`src/design/bpio_pkg.sv`:
```
// Package of constants for the parallel I/O card logic
package bpio_pkg;
	localparam int unsigned CLK_HZ = 50_000_000;
	localparam int unsigned WD_MS_MIN = 1;
	localparam int unsigned WD_MS_FACTORY = 1000;
	localparam int unsigned WD_MS_MAX = 16500;
	localparam int unsigned CYC_PER_MS = CLK_HZ / 1000;
	localparam int unsigned WD_MIN_CYC = WD_MS_MIN * CYC_PER_MS;
	localparam int unsigned WD_FACTORY_CYC = WD_MS_FACTORY * CYC_PER_MS;
	localparam int unsigned WD_MAX_CYC = WD_MS_MAX * CYC_PER_MS;
	localparam int unsigned WD_CNT_W = 30;
	localparam int unsigned WD_PULSE_CYC = 16;
	localparam int unsigned NUM_DEV = 4;
	localparam int unsigned REGS_PER_DEV = 4;
	localparam int unsigned NUM_REGS = 16;
	localparam int unsigned PORTS_PER_DEV = 3;
	localparam int unsigned LINES = 96;
	localparam int unsigned ADDR_W = 20;
	localparam int unsigned SEL_BITS_8 = 8;
	localparam logic [3:0] WAIT_3 = 4'h3;
	localparam logic [3:0] WAIT_5 = 4'h5;
	localparam logic [3:0] WAIT_8 = 4'h8;
	localparam logic [1:0] WSEL_3 = 2'h0;
	localparam logic [1:0] WSEL_5 = 2'h1;
	localparam logic [1:0] WSEL_8 = 2'h2;
	localparam logic [3:0] REG_WD_RETRIG = 4'hc;
	localparam logic [3:0] REG_WD_CTRL = 4'hd;
	localparam logic [3:0] REG_WD_STAT = 4'he;
	localparam logic [7:0] CTRL_RESET = 8'h9b;
	localparam logic [7:0] CTRL_ENABLE_BIT = 8'h80;
	localparam logic [7:0] DIR_ALL_IN = 8'h00;
endpackage

```
`src/design/bpio_wait_gen.sv`:
```
// Wait-state generator: holds the bus wait line for a jumpered count
module bpio_wait_gen import bpio_pkg::*; (
	// Clock and reset
	input wire logic clk,
	input wire logic rst_n,
	input wire logic ce,
	// Configuration jumpers
	input wire logic wait_en,
	input wire logic [1:0] wait_sel,
	// Access
	input wire logic access,
	output logic wait_n
);
	logic [3:0] cnt_q, cnt_d;
	logic busy_q, busy_d;
	logic done_q, done_d;
	logic [3:0] target;
	logic start;

	assign target = (wait_sel == WSEL_3) ? WAIT_3 : (wait_sel == WSEL_5) ? WAIT_5 : WAIT_8;
	assign start = access && wait_en && !busy_q && !done_q;
	// The start cycle is the first wait state, so the counter holds the remaining ones
	assign busy_d = start ? 1'b1 : (busy_q && cnt_q == 4'h1) ? 1'b0 : busy_q;
	assign cnt_d = start ? target - 4'h1 : (busy_q && cnt_q != 4'h0) ? cnt_q - 4'h1 : 4'h0;
	// Stay done until the strobe drops so one access gets one stretch
	assign done_d = done_q || start;
	assign wait_n = !(start || busy_q);

	always_ff @(posedge clk or negedge rst_n) begin
		if (!rst_n) begin
			cnt_q <= 4'h0;
			busy_q <= 1'b0;
			done_q <= 1'b0;
		end else if (ce) begin
			cnt_q <= access ? cnt_d : 4'h0;
			busy_q <= access ? busy_d : 1'b0;
			done_q <= access ? done_d : 1'b0;
		end
	end

	property p_wait_len;
		@(posedge clk) disable iff (!rst_n || !ce)
		$rose(busy_q) && wait_sel == WSEL_3 && access |-> busy_q [*2] ##1 !busy_q;
	endproperty
	a_wait_len: assert property (p_wait_len) else $error("three-wait stretch wrong");

	property p_wait_off;
		@(posedge clk) disable iff (!rst_n)
		!wait_en && !busy_q |-> wait_n;
	endproperty
	a_wait_off: assert property (p_wait_off) else $error("wait asserted while disabled");
endmodule

```
`src/design/bpio_watchdog.sv`:
```
// Watchdog timer with astable and monostable modes and a host reset pulse
module bpio_watchdog import bpio_pkg::*; #(
	parameter int unsigned MAX_CYC = WD_MAX_CYC,
	parameter int unsigned PULSE_CYC = WD_PULSE_CYC
) (
	// Clock and reset
	input wire logic clk,
	input wire logic rst_n,
	input wire logic ce,
	// Control
	input wire logic enable,
	input wire logic astable,
	input wire logic [WD_CNT_W-1:0] interval,
	input wire logic retrig,
	// Status
	output logic host_reset_n,
	output logic fired
);
	logic [WD_CNT_W-1:0] cnt_q;
	logic [WD_CNT_W-1:0] lim;
	logic [7:0] pulse_q;
	logic fired_q;
	logic expire;

	// Clamp the interval into the legal window
	assign lim = (interval < WD_CNT_W'(WD_MIN_CYC)) ? WD_CNT_W'(WD_MIN_CYC) :
		(interval > WD_CNT_W'(MAX_CYC)) ? WD_CNT_W'(MAX_CYC) : interval;
	assign expire = enable && (cnt_q >= lim - WD_CNT_W'(1)) && !(fired_q && !astable);
	assign host_reset_n = (pulse_q == 8'h00);
	assign fired = fired_q;

	always_ff @(posedge clk or negedge rst_n) begin
		if (!rst_n) begin
			cnt_q <= '0;
			pulse_q <= 8'h00;
			fired_q <= 1'b0;
		end else if (ce) begin
			if (retrig || !enable) begin
				cnt_q <= '0;
				fired_q <= 1'b0;
			end else if (expire) begin
				cnt_q <= '0;
				fired_q <= 1'b1;
			end else if (!(fired_q && !astable)) begin
				cnt_q <= cnt_q + WD_CNT_W'(1);
			end
			if (expire && !retrig)
				pulse_q <= 8'(PULSE_CYC);
			else if (pulse_q != 8'h00)
				pulse_q <= pulse_q - 8'h01;
		end
	end

	property p_fire;
		@(posedge clk) disable iff (!rst_n || !ce)
		expire && !retrig |=> !host_reset_n;
	endproperty
	a_fire: assert property (p_fire) else $error("expiry gave no host reset");

	property p_retrig;
		@(posedge clk) disable iff (!rst_n || !ce)
		retrig |=> cnt_q == '0 && !fired_q;
	endproperty
	a_retrig: assert property (p_retrig) else $error("retrigger did not restart");

	property p_mono;
		@(posedge clk) disable iff (!rst_n || !ce)
		fired_q && !astable && !retrig && enable |=> $stable(cnt_q);
	endproperty
	a_mono: assert property (p_mono) else $error("monostable kept counting");
endmodule

```
`src/design/bpio_card.sv`:
```
// Top of the 96-line parallel I/O card: decode, selects, waits, watchdog, safe reset
module bpio_card import bpio_pkg::*; #(
	parameter int unsigned WD_MAX = WD_MAX_CYC,
	parameter int unsigned WD_DEFAULT = WD_FACTORY_CYC
) (
	// Clock and reset
	input wire logic clk,
	input wire logic rst_n,
	input wire logic ce,
	// Backplane bus
	input wire logic [ADDR_W-1:0] bus_addr,
	input wire logic [7:0] bus_wdata,
	output logic [7:0] bus_rdata,
	output logic bus_rdata_oe,
	input wire logic iorq_n,
	input wire logic rd_n,
	input wire logic wr_n,
	output logic wait_n,
	output logic host_reset_n,
	// Switches and jumpers
	input wire logic [7:0] base_addr_switch_a,
	input wire logic [7:0] base_addr_switch_b,
	input wire logic wide_addr_mode,
	input wire logic wait_en,
	input wire logic [1:0] wait_sel,
	input wire logic wd_astable,
	// Port device selects and local bus
	output logic [NUM_DEV-1:0] dev_cs_n,
	output logic [1:0] dev_reg_sel,
	output logic dev_rd_n,
	output logic dev_wr_n,
	output logic [NUM_DEV-1:0] dev_reset,
	input wire logic [7:0] dev_rdata [NUM_DEV],
	// Line direction view from the port devices
	input wire logic [LINES-1:0] dev_line_oe,
	output logic [LINES-1:0] line_oe,
	// Header views of the first two sections
	input wire logic [LINES-1:0] dev_line_out,
	output logic [15:0] second_ports_sec12_header,
	output logic [15:0] sec1_first_third_header,
	output logic [15:0] sec2_first_third_header,
	// Watchdog status
	output logic wd_fired
);
	logic [ADDR_W-5:0] upper;
	logic [15:0] sw_val;
	logic match_narrow, match_wide, hit;
	logic io_rd, io_wr, access;
	logic [3:0] reg_idx;
	logic [1:0] dev_idx;
	logic wd_space;
	logic [NUM_DEV-1:0] cs_vec;
	logic wr_q;
	logic wr_edge;
	logic wd_en_q, wd_astable_sw_q;
	logic [WD_CNT_W-1:0] wd_interval_q;
	logic [1:0] wd_byte_q;
	logic [7:0] rdata_q;
	logic safe_q;
	logic retrig;
	logic wd_astable_eff;

	// Address decode against switch bank A, or against both switch banks in wide mode
	assign sw_val = {base_addr_switch_b, base_addr_switch_a};
	assign upper = bus_addr[ADDR_W-1:4];
	assign match_narrow = (upper[3:0] == sw_val[3:0]) && (sw_val[7:4] == 4'h0);
	assign match_wide = (upper[15:0] == sw_val);
	assign hit = wide_addr_mode ? match_wide : match_narrow;
	assign io_rd = !iorq_n && !rd_n;
	assign io_wr = !iorq_n && !wr_n;
	assign access = hit && (io_rd || io_wr);
	assign reg_idx = bus_addr[3:0];
	assign dev_idx = reg_idx[3:2];
	assign dev_reg_sel = reg_idx[1:0];
	// The last slot holds watchdog registers; the fourth device shares its data slots
	assign wd_space = (reg_idx == REG_WD_RETRIG) || (reg_idx == REG_WD_CTRL) || (reg_idx == REG_WD_STAT);

	generate
		for (genvar d = 0; d < NUM_DEV; d++) begin : g_cs
			assign cs_vec[d] = access && (dev_idx == 2'(d)) && !wd_space;
			assign dev_cs_n[d] = !cs_vec[d];
			assign dev_reset[d] = safe_q;
		end
	endgenerate

	assign dev_rd_n = !io_rd;
	assign dev_wr_n = !io_wr;
	assign wr_edge = io_wr && hit && !wr_q;

	// Watchdog registers: retrigger, control, interval bytes
	assign retrig = wr_edge && wd_space && (reg_idx == REG_WD_RETRIG);
	assign wd_astable_eff = wd_astable || wd_astable_sw_q;

	always_ff @(posedge clk or negedge rst_n) begin
		if (!rst_n) begin
			wr_q <= 1'b0;
			wd_en_q <= 1'b0;
			wd_astable_sw_q <= 1'b0;
			wd_interval_q <= WD_CNT_W'(WD_DEFAULT);
			wd_byte_q <= 2'h0;
		end else if (ce) begin
			wr_q <= io_wr && hit;
			if (wr_edge && reg_idx == REG_WD_CTRL) begin
				wd_en_q <= bus_wdata[7];
				wd_astable_sw_q <= bus_wdata[6];
				wd_byte_q <= bus_wdata[1:0];
			end
			if (wr_edge && reg_idx == REG_WD_STAT) begin
				unique case (wd_byte_q)
					2'h0: wd_interval_q[7:0] <= bus_wdata;
					2'h1: wd_interval_q[15:8] <= bus_wdata;
					2'h2: wd_interval_q[23:16] <= bus_wdata;
					default: wd_interval_q[WD_CNT_W-1:24] <= bus_wdata[WD_CNT_W-25:0];
				endcase
			end
		end
	end

	// Read data comes from a flop that reloads on every enabled clock, one cycle behind the address and device data
	always_ff @(posedge clk or negedge rst_n) begin
		if (!rst_n) begin
			rdata_q <= 8'h00;
		end else if (ce) begin
			if (reg_idx == REG_WD_CTRL)
				rdata_q <= {wd_en_q, wd_astable_eff, wd_fired, 3'h0, wd_byte_q};
			else if (wd_space)
				rdata_q <= {7'h00, !host_reset_n};
			else
				rdata_q <= dev_rdata[dev_idx];
		end
	end
	assign bus_rdata = rdata_q;
	assign bus_rdata_oe = hit && io_rd;

	// Hold the port devices in reset for one cycle after release so all lines float as inputs
	always_ff @(posedge clk or negedge rst_n) begin
		if (!rst_n)
			safe_q <= 1'b1;
		else if (ce)
			safe_q <= 1'b0;
	end
	assign line_oe = safe_q ? {LINES{1'b0}} : dev_line_oe;

	// Header grouping of the first two sections
	// Each device owns 24 lines: first port [7:0], second [15:8], third [23:16]
	assign second_ports_sec12_header = {dev_line_out[39:32], dev_line_out[15:8]};
	assign sec1_first_third_header = {dev_line_out[23:16], dev_line_out[7:0]};
	assign sec2_first_third_header = {dev_line_out[47:40], dev_line_out[31:24]};

	bpio_wait_gen u_wait (
		.clk(clk),
		.rst_n(rst_n),
		.ce(ce),
		.wait_en(wait_en),
		.wait_sel(wait_sel),
		.access(access),
		.wait_n(wait_n)
	);

	bpio_watchdog #(
		.MAX_CYC(WD_MAX),
		.PULSE_CYC(WD_PULSE_CYC)
	) u_wd (
		.clk(clk),
		.rst_n(rst_n),
		.ce(ce),
		.enable(wd_en_q),
		.astable(wd_astable_eff),
		.interval(wd_interval_q),
		.retrig(retrig),
		.host_reset_n(host_reset_n),
		.fired(wd_fired)
	);

	property p_cs_qual;
		@(posedge clk) disable iff (!rst_n)
		!(&dev_cs_n) |-> !iorq_n && (!rd_n || !wr_n) && hit;
	endproperty
	a_cs_qual: assert property (p_cs_qual) else $error("select without strobes");

	property p_cs_onehot;
		@(posedge clk) disable iff (!rst_n)
		$onehot0(~dev_cs_n);
	endproperty
	a_cs_onehot: assert property (p_cs_onehot) else $error("more than one device selected");

	property p_safe;
		@(posedge clk) disable iff (!rst_n)
		safe_q |-> line_oe == '0;
	endproperty
	a_safe: assert property (p_safe) else $error("line driven during reset hold");

	property p_cs_idx;
		@(posedge clk) disable iff (!rst_n)
		access && !wd_space |-> !dev_cs_n[bus_addr[3:2]];
	endproperty
	a_cs_idx: assert property (p_cs_idx) else $error("wrong device selected");

	property p_wait_start;
		@(posedge clk) disable iff (!rst_n || !ce)
		$rose(access) && wait_en |-> !wait_n;
	endproperty
	a_wait_start: assert property (p_wait_start) else $error("no wait on access");

	property p_retrig_clear;
		@(posedge clk) disable iff (!rst_n || !ce)
		retrig |=> !wd_fired;
	endproperty
	a_retrig_clear: assert property (p_retrig_clear) else $error("retrigger ignored");
endmodule

```
`config.mk`:
```
export PLATFORM = sky130hd
export DESIGN_NAME = bpio_card
export DESIGN_NICKNAME = d
export VERILOG_FILES = /design/src/design/bpio_pkg.sv /design/src/design/bpio_wait_gen.sv /design/src/design/bpio_watchdog.sv /design/src/design/bpio_card.sv
export SDC_FILE = /design/constraint.sdc
export NUM_CORES = 1
export LEC_CHECK = 0
export ABC_AREA = 1
export BUFFER_PORTS_ARGS = -buffer_cell sky130_fd_sc_hd__buf_4
export CORE_AREA = 5 5 171 173
export CTS_CLUSTER_DIAMETER = 60
export DETAILED_ROUTE_END_ITERATION = 8
export DIE_AREA = 0 0 176 178
export GPL_TIMING_DRIVEN = 0
export HOLD_SLACK_MARGIN = 0.02
export SYNTH_ARGS = -nofsm -noshare
export SYNTH_HDL_FRONTEND = slang
export SYNTH_SLANG_ARGS = --single-unit
```
`constraint.sdc`:
```
create_clock -name clk -period 5.95 [get_ports clk]
set_clock_uncertainty 0.2 [all_clocks]
set_input_delay 0.595 -clock clk [delete_from_list [all_inputs] [get_ports clk]]
set_output_delay 0.595 -clock clk [all_outputs]
set_load 0.005 [all_outputs]
```
==> summary.txt <==
Status
  • Status: completed

Route
  • Drt total wl: 39.5 mm
  • DRT Pass-1 Iters: 5
  • Avg WL per Cell: 19.8 um
  • Iter 0 DRT Violations: 527
  • DRC: 0
  • Vias: 9536
  • Post-route ant nets: 0
  • Vias/cell: 4.77

Critical path
  • Reg2Reg Launch Point: wd_interval_q[21]
  • RR Endpoint: u_wd.fired
  • CP arrival: 5000 ps
  • CP Capture Type: flop
  • Crit path launch type: flop
  • Critical Path Start: wd_interval_q[21]
  • Critical Path Most Common Cell: nand2_1
  • Slowest stage cell, crit path: dfstp_2
  • Flop-to-flop setup slack: 990 ps
  • CP max stage delay: 580 ps
  • Setup crit end: u_wd.fired
  • Kind of critical path: flop to flop
  • Reg2Reg Depth: 30
  • Crit path required time: 5990 ps
  • CP Max Fanout: 10

Clock tree
  • Resized cells post-CTS: 0
  • Clock root buffer master: clkbuf_16
  • H-Tree Depth: 3
  • Setup repair bufs after CTS: 0
  • Cts hold-fix bufs: 0
  • CTS buffer count: 9
  • CTS sink count: 89
  • Clk_lat worst skew: 360 ps
  • Maximum root-to-sink buffer count: 2
  • Clk pin slew, worst setup/hold paths: 80 ps
  • CTS tree: yes

Synth
  • Post-synth top area cell: dfrtp_1
  • Yosys reg bits: 89
  • Yosys warning count: 0
  • Post-synth cell types: 48
  • Synth top area cells: dfrtp_1 (23%), nand2_1 (13%), nor2_1 (9.6%)
  • Main synth FF type: dfrtp_1
  • Syn nets: 1601
  • Mapped Cells: 1285
  • EDFF count, synth: 0
  • Synth top area share: 0.227
  • Syn Area/Cell: 6.52 sq um
  • Post-Syn Area: 0.00837 sq mm
  • FFs w/ async S/R, synth: 1.00
  • Sequential area share after synthesis: 0.268

Floorplan
  • Core ar.: 0.0275 sq mm
  • Die ar.: 0.0313 sq mm
  • Die extent in x: 176 um
  • Die height: 178 um
  • Site Rows: 61
  • Initial core utilization: 0.305
  • Top Ports: 447

Power and ir drop
  • Sw Ratio: 0.314
  • Flop pwr share: 0.393
  • Combinational group share of total power: 0.258
  • Internal power: 1.17 mW
  • Max IR drop VDD: 0.101 mV
  • Lkg Pwr: 6.29 nW
  • P per Cell Area: 145 mW/mm^2
  • Switching power: 0.534 mW
  • Clock group share of total power: 0.349

Finish
  • Fraction of layout cells with a size suffix above 1: 0.300
  • Layout net count: 1962
  • Area delta synth->final: 40.1%
  • Commonest cells after routing, fill and taps aside: buf_4 (406), nand2_1 (292), nor2_1 (214), inv_1 (183), dfrtp_1 (76)
  • Final core utilization: 0.427
  • Most common cell after layout, fill and taps aside: buf_4
  • Register area: 0.00224 sq mm
  • Filler Cells Inserted: 2928
  • Area of the multi-input gates: 0.00482 sq mm

STA
  • Worst Setup Slack, final: 986 ps
  • Final Hold Viols: 0
  • Unrepaired setup endpoints after global routing: false
  • Post-route minimum period: 4960 ps
  • Tcrit/Tclk final: 0.834
  • Final setup TNS: 0 ps
  • Slew Limit Headroom: 0.189
  • F_max: 0.201 GHz
  • Fin Hold WS: 203 ps
  • Worst-Margin Slew: 1220 ps
  • Pins Over Slew Limit: 0
  • # setup viols final: 0

Global route
  • Number of global-route vias before repair: 9270
  • Initial antenna violation count: 2
  • Gr usage total: 0.245
  • Global-route wire length before repair: 57.5 mm
  • Grt total ovfl: 0
  • Pin count of the biggest net entering global routing: 90

Flow run
  • Max Cap Viol: 0

Placed design
  • Place WS: 993 ps
  • Placer Congestion: 0.988
  • Port Buf Inserts: 350
  • DP Wirelength: 34.8 mm

Min path
  • Hold Path Class: primary input to asynchronous set/reset pin
## cells in the mapped netlist, types with 9 or more instances
cell type  number
nor3_1         25
xor2_1         34
nand4_1        53
buf_4          56
nand2_2        10
ha_1           37
nand2_1       292
nor2_2         13
o21ai_0        63
nor2_1        214
inv_2           9
a21oi_1        23
dfstp_2        13
dfrtp_1        76
xnor2_1        33
clkbuf_1       30
nand3_1        53
inv_1         183
## cell families after synthesis
logic type / after synthesis / share of synthesized area
simple gates: 698 / 0.377
buf+inv: 287 / 0.156
compound gates: 107 / 0.0735
flops: 89 / 0.268
xor+xnor: 67 / 0.0701
fa+ha+maj: 37 / 0.0553
## power groups by stage
stage | Sequential [mW] | Clock (mW) | Combinational, mW
2_1_floorplan | 0.673 | 0 | 0.168
3_3_place_gp | 0.679 | 0 | 0.439
3_5_place_dp | 0.678 | 0 | 0.445
4_1_cts | 0.668 | 0.601 | 0.445
5_1_grt | 0.673 | 0.623 | 0.484
6_report | 0.669 | 0.593 | 0.438
## per-stage QoR
stage               area [sq um]  power (mW)  std cells
global placement           11400        1.12       1981
detailed placement         11400        1.12       1981
global route               11700        1.78       1998
floorplan                   8370       0.841       1285
CTS                        11700        1.71       1997
finish                     11700        1.70       1998
## area by class of cell
type                       instances  area share
sequential                        89       0.191
antenna                            1    0.000213
timing repair buffer             350       0.224
inverter                         194      0.0621
buffer                            93      0.0496
multi-input combinational        909       0.411
clock buffer                       9      0.0192
clock inverter                     7     0.00597
tap                              346      0.0369
## worst min path at each step
| stage | startpoint | endpoint | slack [ps] | cells past startpoint |
|---|---|---|---|---|
| finish | rst_n | u_wd.cnt_q[29] | 200 | 1 |
| global route | wait_sel[0] | u_wait.cnt_q[2] | 290 | 3 |
| CTS | wait_sel[0] | u_wait.cnt_q[2] | 270 | 3 |
| detailed placement | bus_rdata[4] | bus_rdata[4] | 290 | 2 |
| global placement | bus_rdata[4] | bus_rdata[4] | 280 | 2 |
| floorplan | rst_n | bus_rdata[0] | 100 | 0 |
## registers in the layout, summed over array words and instances, names as in the netlist
signal and count:
u_wait.cnt_q 4, safe_q 1, wd_interval_q 30, u_wd.fired 1, wd_byte_q 2, wr_q 1, u_wait.done_q 1, bus_rdata 8
wd_en_q 1, u_wait.busy_q 1, u_wd.cnt_q 30, wd_astable_sw_q 1, u_wd.pulse_q 8
## worst max-delay path: cells and delay by family (launching register included)
family | cells | cell delay, ps
compound gates | 2 | 630
fa+ha+maj | 2 | 450
buf+inv | 3 | 620
flops | 1 | 580
simple gates | 23 | 2360
## layer usage
metal	global-route usage	part of all wire	up-vias
li1	-	-	4721
met1	0.307	0.42	4407
met2	0.419	0.47	385
met3	0.0797	0.092	23
met4	0.0416	0.014	0
met5	0	0	-
No activity file was read; power rests on OpenSTA's default activity.
